## config.mk

```make
export PLATFORM = sky130hd
export DESIGN_NAME = tcw_timer
export DESIGN_NICKNAME = d
export VERILOG_FILES = /design/src/tcw_pkg.sv /design/src/tcw_timer.sv
export SDC_FILE = /design/constraint.sdc
export NUM_CORES = 1
export LEC_CHECK = 0
export BUFFER_PORTS_ARGS = -buffer_cell sky130_fd_sc_hd__buf_2
export CORE_ASPECT_RATIO = 1.5
export CORE_MARGIN = 2
export CORE_UTILIZATION = 49
export DETAILED_ROUTE_END_ITERATION = 8
export PLACE_DENSITY = 0.79
export SLEW_MARGIN = 20
export SYNTH_ARGS = -nofsm -noshare
export SYNTH_HDL_FRONTEND = slang
export SYNTH_SLANG_ARGS = --single-unit
```

## constraint.sdc

```tcl
create_clock -name i_clk -period 2.2 [get_ports i_clk]
set_input_delay 0.22 -clock i_clk [delete_from_list [all_inputs] [get_ports i_clk]]
set_output_delay 0.22 -clock i_clk [all_outputs]
set_load 0.02 [all_outputs]
```

## src/tcw_pkg.sv

```systemverilog
// Package for the 8-bit compare timer: register map, fields, modes and actions
package tcw_pkg;
	localparam logic [3:0] REG_CTRL = 4'h0;
	localparam logic [3:0] REG_COUNT = 4'h4;
	localparam logic [3:0] REG_CMP = 4'h8;
	localparam logic [3:0] REG_FLAGS = 4'hc;
	localparam logic [3:0] REG_PORT = 4'h0 + 4'h0;
	localparam int CTRL_FORCE_BIT = 7;
	localparam int CTRL_WAVE_LSB = 3;
	localparam int CTRL_ACT_LSB = 5;
	localparam int CTRL_RUN_BIT = 0;
	localparam int CTRL_DIR_BIT = 1;
	localparam int CTRL_PORT_BIT = 2;
	localparam int FLAG_OVF_BIT = 0;
	localparam int FLAG_CMP_BIT = 1;
	localparam logic [7:0] CNT_MAX = 8'hff;
	localparam logic [7:0] CNT_BOTTOM = 8'h00;
	localparam logic [7:0] CNT_ONE = 8'h01;
	localparam logic [1:0] RESP_OKAY = 2'h0;
	localparam logic [1:0] RESP_SLVERR = 2'h2;
	typedef enum logic [1:0] {
		WAVE_NORMAL = 2'h0,
		WAVE_PHASE = 2'h1,
		WAVE_CLEAR_ON_MATCH = 2'h2,
		WAVE_FAST = 2'h3
	} tcw_wave_t;
	typedef enum logic [1:0] {
		ACT_NONE = 2'h0,
		ACT_TOGGLE = 2'h1,
		ACT_CLEAR = 2'h2,
		ACT_SET = 2'h3
	} tcw_act_t;
endpackage

```

## src/tcw_timer.sv

```systemverilog
// 8-bit timer with one compare channel, waveform output and AXI4-Lite registers
`timescale 1ns/1ps
`default_nettype none
// Function
// - Count write blocks compare matches during the next timer clock cycle.
// - Compare output state keeps its value across waveform mode changes.
// - Output action setting is unbuffered, acts from the next match.
// - Nonzero output action routes compare output to pin; direction bit controls enable.
// - Pin override behaves the same in every waveform mode.
// - Output action zero leaves compare output unchanged on matches.
// - Force strobe applies the output action immediately in non-PWM modes.
// - Counting depends only on waveform mode, never on output action.
// - Normal mode always increments and wraps from 0xff to 0x00.
// - Normal mode sets overflow flag when count becomes zero; counting never clears it.
// - Clear-on-match mode clears counter when count equals compare value.
// - Compare writes unbuffered there; a lower value makes the counter wrap first.
// - Clear-on-match with action one toggles output on every match.
// - Clear-on-match raises compare flag each time the top is reached.
// - Clear-on-match sets overflow flag when count passes max to zero.
// - Fast PWM counts zero to max then restarts from zero.
// - Fast PWM action 2 clears on match, sets at bottom; 3 reverses.
// - Fast PWM clears the counter the cycle after it equals max.
// - Fast PWM sets overflow flag each time the counter reaches max.
// - Fast PWM compare zero spikes; compare max gives constant level.
// - Fast PWM with action one toggles on match, compare still buffered.
// - PWM modes buffer compare writes, loaded at bottom in fast PWM only, never in phase mode; others write directly.
// - Match sets compare flag on the same timer cycle that sees it; writing one clears it.
// - Count write has priority over any clear or count operation.
// - Forced compare sets no flag and does not touch the counter.
module tcw_timer (
	input wire logic i_clk,
	input wire logic i_sys_rst,
	input wire logic i_tick,
	input wire logic [31:0] i_awaddr,
	input wire logic i_awvalid,
	output logic o_awready,
	input wire logic [31:0] i_wdata,
	input wire logic [3:0] i_wstrb,
	input wire logic i_wvalid,
	output logic o_wready,
	output logic [1:0] o_bresp,
	output logic o_bvalid,
	input wire logic i_bready,
	input wire logic [31:0] i_araddr,
	input wire logic i_arvalid,
	output logic o_arready,
	output logic [31:0] o_rdata,
	output logic [1:0] o_rresp,
	output logic o_rvalid,
	input wire logic i_rready,
	output logic o_pin_out,
	output logic o_pin_oe,
	output logic o_overflow_flag,
	output logic o_compare_match_flag
);
	import tcw_pkg::*;

	typedef struct packed {
		logic [7:0] timer_count;
		logic [7:0] compare_value;
		logic [7:0] compare_buffer;
		logic compare_output;
		logic overflow_flag;
		logic compare_match_flag;
		tcw_wave_t waveform_mode_select;
		tcw_act_t output_action_select;
		logic timer_run;
		logic compare_pin_direction_bit;
		logic port_value;
		logic block_match;
		logic match_pending;
		logic aw_held;
		logic [3:0] aw_addr;
		logic aw_bad;
		logic w_held;
		logic [31:0] w_data;
		logic [3:0] w_strb;
		logic bvalid;
		logic [1:0] bresp;
		logic rvalid;
		logic [31:0] rdata;
		logic [1:0] rresp;
		logic pin_out;
		logic pin_oe;
	} tcw_state_t;

	tcw_state_t st_ff;
	tcw_state_t nxt_st;

	logic tick;
	logic do_write;
	logic wr_ctrl;
	logic wr_count;
	logic wr_cmp;
	logic wr_flags;
	logic force_now;
	logic is_pwm;
	logic match;
	logic [7:0] rd_word;
	logic rd_bad;

	always_comb begin
		nxt_st = st_ff;
		tick = i_tick & st_ff.timer_run;
		is_pwm = st_ff.waveform_mode_select[0];
		// Register bus write: both halves may arrive in any order
		if (i_awvalid && !st_ff.aw_held) begin
			nxt_st.aw_held = 1'b1;
			nxt_st.aw_addr = i_awaddr[3:0];
			nxt_st.aw_bad = (i_awaddr[31:4] != 28'h0000000) || (i_awaddr[1:0] != 2'h0);
		end
		if (i_wvalid && !st_ff.w_held) begin
			nxt_st.w_held = 1'b1;
			nxt_st.w_data = i_wdata;
			nxt_st.w_strb = i_wstrb;
		end
		do_write = st_ff.aw_held && st_ff.w_held && !st_ff.bvalid;
		wr_ctrl = do_write && !st_ff.aw_bad && st_ff.aw_addr == REG_CTRL && st_ff.w_strb[0];
		wr_count = do_write && !st_ff.aw_bad && st_ff.aw_addr == REG_COUNT && st_ff.w_strb[0];
		wr_cmp = do_write && !st_ff.aw_bad && st_ff.aw_addr == REG_CMP && st_ff.w_strb[0];
		wr_flags = do_write && !st_ff.aw_bad && st_ff.aw_addr == REG_FLAGS && st_ff.w_strb[0];
		if (do_write) begin
			nxt_st.aw_held = 1'b0;
			nxt_st.w_held = 1'b0;
			nxt_st.bvalid = 1'b1;
			nxt_st.bresp = (st_ff.aw_bad || st_ff.aw_addr > REG_FLAGS) ? RESP_SLVERR : RESP_OKAY;
		end
		if (st_ff.bvalid && i_bready) begin
			nxt_st.bvalid = 1'b0;
		end
		// Control word: run, direction, port value, mode, action; force is a strobe
		force_now = wr_ctrl && st_ff.w_data[CTRL_FORCE_BIT] && !st_ff.w_data[CTRL_WAVE_LSB];
		if (wr_ctrl) begin
			nxt_st.timer_run = st_ff.w_data[CTRL_RUN_BIT];
			nxt_st.compare_pin_direction_bit = st_ff.w_data[CTRL_DIR_BIT];
			nxt_st.port_value = st_ff.w_data[CTRL_PORT_BIT];
			nxt_st.waveform_mode_select = tcw_wave_t'(st_ff.w_data[CTRL_WAVE_LSB +: 2]);
			nxt_st.output_action_select = tcw_act_t'(st_ff.w_data[CTRL_ACT_LSB +: 2]);
		end
		// Compare value: buffered in PWM modes, direct otherwise
		if (wr_cmp) begin
			nxt_st.compare_buffer = st_ff.w_data[7:0];
			if (!is_pwm) begin
				nxt_st.compare_value = st_ff.w_data[7:0];
			end
		end
		match = (st_ff.timer_count == st_ff.compare_value) && !st_ff.block_match;
		// Counter sequencing per timer clock
		if (tick) begin
			nxt_st.block_match = 1'b0;
			nxt_st.match_pending = match;
			case (st_ff.waveform_mode_select)
				WAVE_NORMAL: begin
					nxt_st.timer_count = st_ff.timer_count + CNT_ONE;
					if (st_ff.timer_count == CNT_MAX) begin
						nxt_st.overflow_flag = 1'b1;
					end
				end
				WAVE_CLEAR_ON_MATCH: begin
					if (match) begin
						nxt_st.timer_count = CNT_BOTTOM;
					end else begin
						nxt_st.timer_count = st_ff.timer_count + CNT_ONE;
					end
					if (st_ff.timer_count == CNT_MAX) begin
						nxt_st.overflow_flag = 1'b1;
					end
				end
				WAVE_FAST: begin
					if (st_ff.timer_count == CNT_MAX) begin
						nxt_st.timer_count = CNT_BOTTOM;
						nxt_st.compare_value = st_ff.compare_buffer;
						if (st_ff.output_action_select == ACT_CLEAR) begin
							nxt_st.compare_output = 1'b1;
						end else if (st_ff.output_action_select == ACT_SET) begin
							nxt_st.compare_output = 1'b0;
						end
					end else begin
						nxt_st.timer_count = st_ff.timer_count + CNT_ONE;
					end
					if (st_ff.timer_count + CNT_ONE == CNT_MAX) begin
						nxt_st.overflow_flag = 1'b1;
					end
				end
				default: begin
					nxt_st.timer_count = st_ff.timer_count + CNT_ONE;
				end
			endcase
			// Match action applied with the counter step; at max it overrides bottom
			if (match) begin
				case (st_ff.output_action_select)
					ACT_TOGGLE: nxt_st.compare_output = ~st_ff.compare_output;
					ACT_CLEAR: nxt_st.compare_output = 1'b0;
					ACT_SET: nxt_st.compare_output = 1'b1;
					default: nxt_st.compare_output = st_ff.compare_output;
				endcase
			end
		end
		if (st_ff.match_pending && tick) begin
			nxt_st.match_pending = match;
		end
		// Flag raised on the same timer clock that sees the match
		if (tick && match) begin
			nxt_st.compare_match_flag = 1'b1;
		end
		if (force_now) begin
			case (tcw_act_t'(st_ff.w_data[CTRL_ACT_LSB +: 2]))
				ACT_TOGGLE: nxt_st.compare_output = ~st_ff.compare_output;
				ACT_CLEAR: nxt_st.compare_output = 1'b0;
				ACT_SET: nxt_st.compare_output = 1'b1;
				default: nxt_st.compare_output = st_ff.compare_output;
			endcase
		end
		// Software write to the count wins over counting and clearing
		if (wr_count) begin
			nxt_st.timer_count = st_ff.w_data[7:0];
			nxt_st.block_match = 1'b1;
		end
		// Write-one-to-clear; a simultaneous set wins, for overflow only if that flag was clear
		if (wr_flags) begin
			if (st_ff.w_data[FLAG_OVF_BIT] && !(nxt_st.overflow_flag && !st_ff.overflow_flag)) begin
				nxt_st.overflow_flag = 1'b0;
			end
			if (st_ff.w_data[FLAG_CMP_BIT] && !(tick && match)) begin
				nxt_st.compare_match_flag = 1'b0;
			end
		end
		// Register bus read
		rd_bad = (i_araddr[31:4] != 28'h0000000) || (i_araddr[1:0] != 2'h0);
		case (i_araddr[3:0])
			REG_CTRL: rd_word = {1'b0, st_ff.output_action_select, st_ff.waveform_mode_select,
				st_ff.port_value, st_ff.compare_pin_direction_bit, st_ff.timer_run};
			REG_COUNT: rd_word = st_ff.timer_count;
			REG_CMP: rd_word = is_pwm ? st_ff.compare_buffer : st_ff.compare_value;
			REG_FLAGS: rd_word = {6'h00, st_ff.compare_match_flag, st_ff.overflow_flag};
			default: begin
				rd_word = 8'h00;
				rd_bad = 1'b1;
			end
		endcase
		if (i_arvalid && !st_ff.rvalid) begin
			nxt_st.rvalid = 1'b1;
			nxt_st.rdata = rd_bad ? 32'h00000000 : {24'h000000, rd_word};
			nxt_st.rresp = rd_bad ? RESP_SLVERR : RESP_OKAY;
		end
		if (st_ff.rvalid && i_rready) begin
			nxt_st.rvalid = 1'b0;
		end
		// Pin override independent of waveform mode
		nxt_st.pin_out = (nxt_st.output_action_select != ACT_NONE) ?
			nxt_st.compare_output : nxt_st.port_value;
		nxt_st.pin_oe = nxt_st.compare_pin_direction_bit;
	end

	always_ff @(posedge i_clk or posedge i_sys_rst) begin
		if (i_sys_rst) begin
			st_ff <= '0;
		end else begin
			st_ff <= nxt_st;
		end
	end

	assign o_awready = !st_ff.aw_held;
	assign o_wready = !st_ff.w_held;
	assign o_bvalid = st_ff.bvalid;
	assign o_bresp = st_ff.bresp;
	assign o_arready = !st_ff.rvalid;
	assign o_rvalid = st_ff.rvalid;
	assign o_rdata = st_ff.rdata;
	assign o_rresp = st_ff.rresp;
	assign o_pin_out = st_ff.pin_out;
	assign o_pin_oe = st_ff.pin_oe;
	assign o_overflow_flag = st_ff.overflow_flag;
	assign o_compare_match_flag = st_ff.compare_match_flag;
endmodule
`default_nettype wire

```

==> flow_summary.yaml <==
sta:
  period_share_pct: 93.37
  final-setup-viol-count: 0
  relSlewSlack_pct: 59.37
  slew_violations: 0
  fin_crit_ns: 2.054
  hold_viol_final: 0
  tightest_slew_ns: 0.6079
  final.setup.tns_ns: 0
  grt_setup_unrepaired: "false"
  clock_skew_ns: 0.006532
  fin_ws_ns: 0.1458
  fmax_mhz: 486.8
setup_path:
  worstPathRequired_ns: 2.42
  cp_max_fo: 4
  worstSetupPathType: "reg -> reg"
  crit_arrival_ns: 2.28
  cp-start-kind: "flip-flop"
  end_kind: "flip-flop"
routing:
  routed_via_density: 5.522
  first_pass_iters: 4
  antenna_left: 0
  dr_total_vias: 3208
  wl_per_cell_um: 16.04
  drt-total-wl_um: 9319
  drc: 0
  drtIter0Drc: 169
global_route:
  grt_usage_pct: 23.54
  grt_pass1_wl_um: 15030
  grt_pass1_vias: 3112
  grt.overflow.total: 0
  grt_max_degree: 40
  antenna_found_initial: 0
floorplanning:
  die_h_um: 111.3
  dieWidth_um: 75.55
  start_util_pct: 50.07
  die_area_um2: 8410
  row_count: 39
  pin_count: 153
  core_um2: 7515
final_layout:
  fin_util_pct: 61.42
  finalInstanceArea_um2: 4616
  drive_gt1_share_pct: 37.79
  num_antenna_cells: 0
  nets: 584
  syn2layout_area_growth_pct: 22.68
status:
  outcome: "complete, no violations"
clock_tree:
  root_buffer: "clkbuf_16"
  cts_buffers: 9
  cts.sinks: 64
  cts_htree_levels: 3
  cts_tree: "yes"
  worstSkewPairLatency_ns: 0.34
  post-cts-setup-buffers: 0
  clk_pin_slew_ns: 0.06
  clk_path_buf_depth: 2
yosys:
  yosys-top-cells-count: "64 x dfrtp_1, 38 x buf_4, 35 x nand2_1"
  ys_types: 55
  ys_ff_latch: 64
  synthTopCellsByArea: "dfrtp_1 43%, mux2_2 10%, buf_4 7.6%"
  synth-main-ff-cell: "dfrtp_1"
  ys_seq_area_share_pct: 42.57
  synth-edff-count: 0
  yosysWarnings: 0
  synth_area_per_cell_um2: 10.22
  synth_top_area_share_pct: 42.57
  yosysMostFrequentCell: "dfrtp_1"
  yosysTopAreaCell: "dfrtp_1"
  synthCells: 368
  synthArstFlopShare_pct: 100.0
  syn_area_um2: 3762
power:
  total_power_uw: 3982
  cellLeakagePower_uw: 0.002121
  powerDensity_nw_per_um2: 862.7
  ir_drop_uv: 676.0
place:
  dpl_worst_slack_ns: 0.2217
  place_area_um2: 4299
  io_buffers: 99
  dp_hpwl_um: 7027
  routabilityCongestion: 0.9072
min_path:
  worstHoldPathType: "in -> reg"
job:
  timing.max_cap.violations: 0
==> flip-flops by register name, summed over array words and instances, names as in the netlist <==
| name | count |
|---|---|
| o_overflow_flag | 1 |
| o_pin_oe | 1 |
| st_ff | 47 |
| o_rresp | 1 |
| o_compare_match_flag | 1 |
| o_pin_out | 1 |
| o_bvalid | 1 |
| o_bresp | 1 |
| o_rdata | 8 |
| is_pwm | 1 |
| o_rvalid | 1 |
==> cell families (layout without fill, tap and decap cells) <==
logic type,count (synthesis),in the layout,synth area share (%)
and+or+nand+nor,134,134,20.59
DFF,64,64,42.57
AOI/OAI and AO/OA,55,55,9.811
buffers and inverters,55,141,9.411
muxes,46,46,14.30
xor gates and xnor gates,11,11,2.561
adders and majority gates,2,2,0.6650
other,1,26,0.09967
==> cell usage in the layout (no fill, tap or decap), types with 2 or more instances in the layout <==
master	count
buf_2	99
dfrtp_1	64
nand2_1	35
mux2_2	34
conb_1	26
nor2_1	23
buf_4	17
nor4_1	16
o21ai_0	15
nand3_1	10
nor3_1	10
clkbuf_16	9
xor2_1	8
nand4_1	8
a22o_1	8
a21oi_1	8
mux2i_1	8
nor2b_1	7
a31oi_1	6
inv_1	6
a22oi_1	5
and3_1	4
xnor2_1	3
nand4b_1	2
a221oi_1	2
nand2b_1	2
mux4_2	2
a41oi_1	2
and2_1	2
mux2_4	2
ha_1	2
clkinvlp_4	2
==> worst max-delay path, cell delays in order, from the launching register on <==
cell and delay, ns:
dfrtp_1 0.39, ha_1 0.26, nand3_1 0.12, nor3_1 0.41
nand3_1 0.14, a221o_1 0.39, a31o_1 0.23
==> final cells by class <==
| cell class | instances | area, um2 |
|---|---|---|
| Sequential cell | 64 | 1602 |
| Timing Repair Buffer | 118 | 653.1 |
| Inverter | 7 | 26.28 |
| Multi-Input combinational cell | 274 | 1901 |
| Clock inverter | 6 | 67.56 |
| Fill cell | 636 | 2899 |
| Clock buffer | 10 | 239.0 |
| Tap cell | 102 | 127.6 |
==> through the flow <==
step / instances / hold WS, ns
3_3_place_gp: 564 / 0.2921
3_5_place_dp: 564 / 0.3031
5_1_grt: 581 / 0.07674
2_1_floorplan: 393 / 0.3164
4_1_cts: 581 / 0.04941
6_report: 581 / 0.04937
==> layer usage <==
metal | GRT usage (%) | part of all wire [%] | vias up
met5 | 0 | 0 | -
met4 | 10.64 | 2.9 | 0
met3 | 4.364 | 6.6 | 25
met2 | 39.48 | 53 | 155
met1 | 28.42 | 37 | 1529
li1 | - | - | 1499
==> path summary, 6_finish.rpt <==
| path | startpoint | to | slack, ns | depth (start not counted) |
|---|---|---|---|---|
| worst max-delay path | st_ff[112]$_DFFE_PP0P_ | o_pin_out$_DFF_PP0_ | 0.15 | 6 |
| worst min-delay path | i_bready | o_bvalid$_DFFE_PP0P_ | 0.05 | 2 |
| worst max register to register | st_ff[112]$_DFFE_PP0P_ | o_pin_out$_DFF_PP0_ | 0.15 | 6 |
| worst min register to register | o_rdata[3]$_DFFE_PP0P_ | o_rdata[3]$_DFFE_PP0P_ | 0.47 | 2 |
| max in group asynchronous | i_sys_rst | st_ff[116]$_DFFE_PP0P_ | 1.11 | 4 |
| min in group asynchronous | i_sys_rst | st_ff[47]$_DFFE_PP0P_ | 0.49 | 3 |
==> what timing repair did <==
item                                    in CTS  in global routing
hold buffers                                 1                  0
hold endpoints to repair                    25                  0
gates resized for setup                      0                  0
endpoints found under the setup margin       0                  0
==> where the power goes <==
group / internal [uW] / switching (uW) / leakage, uW / total [uW]
clock network: 910 / 541 / 0.000145 / 1450
logic: 424 / 450 / 0.00121 / 875
registers: 1370 / 285 / 0.000762 / 1660
total: 2710 / 1280 / 0.00212 / 3980
Power figures use the tool's default switching activity.
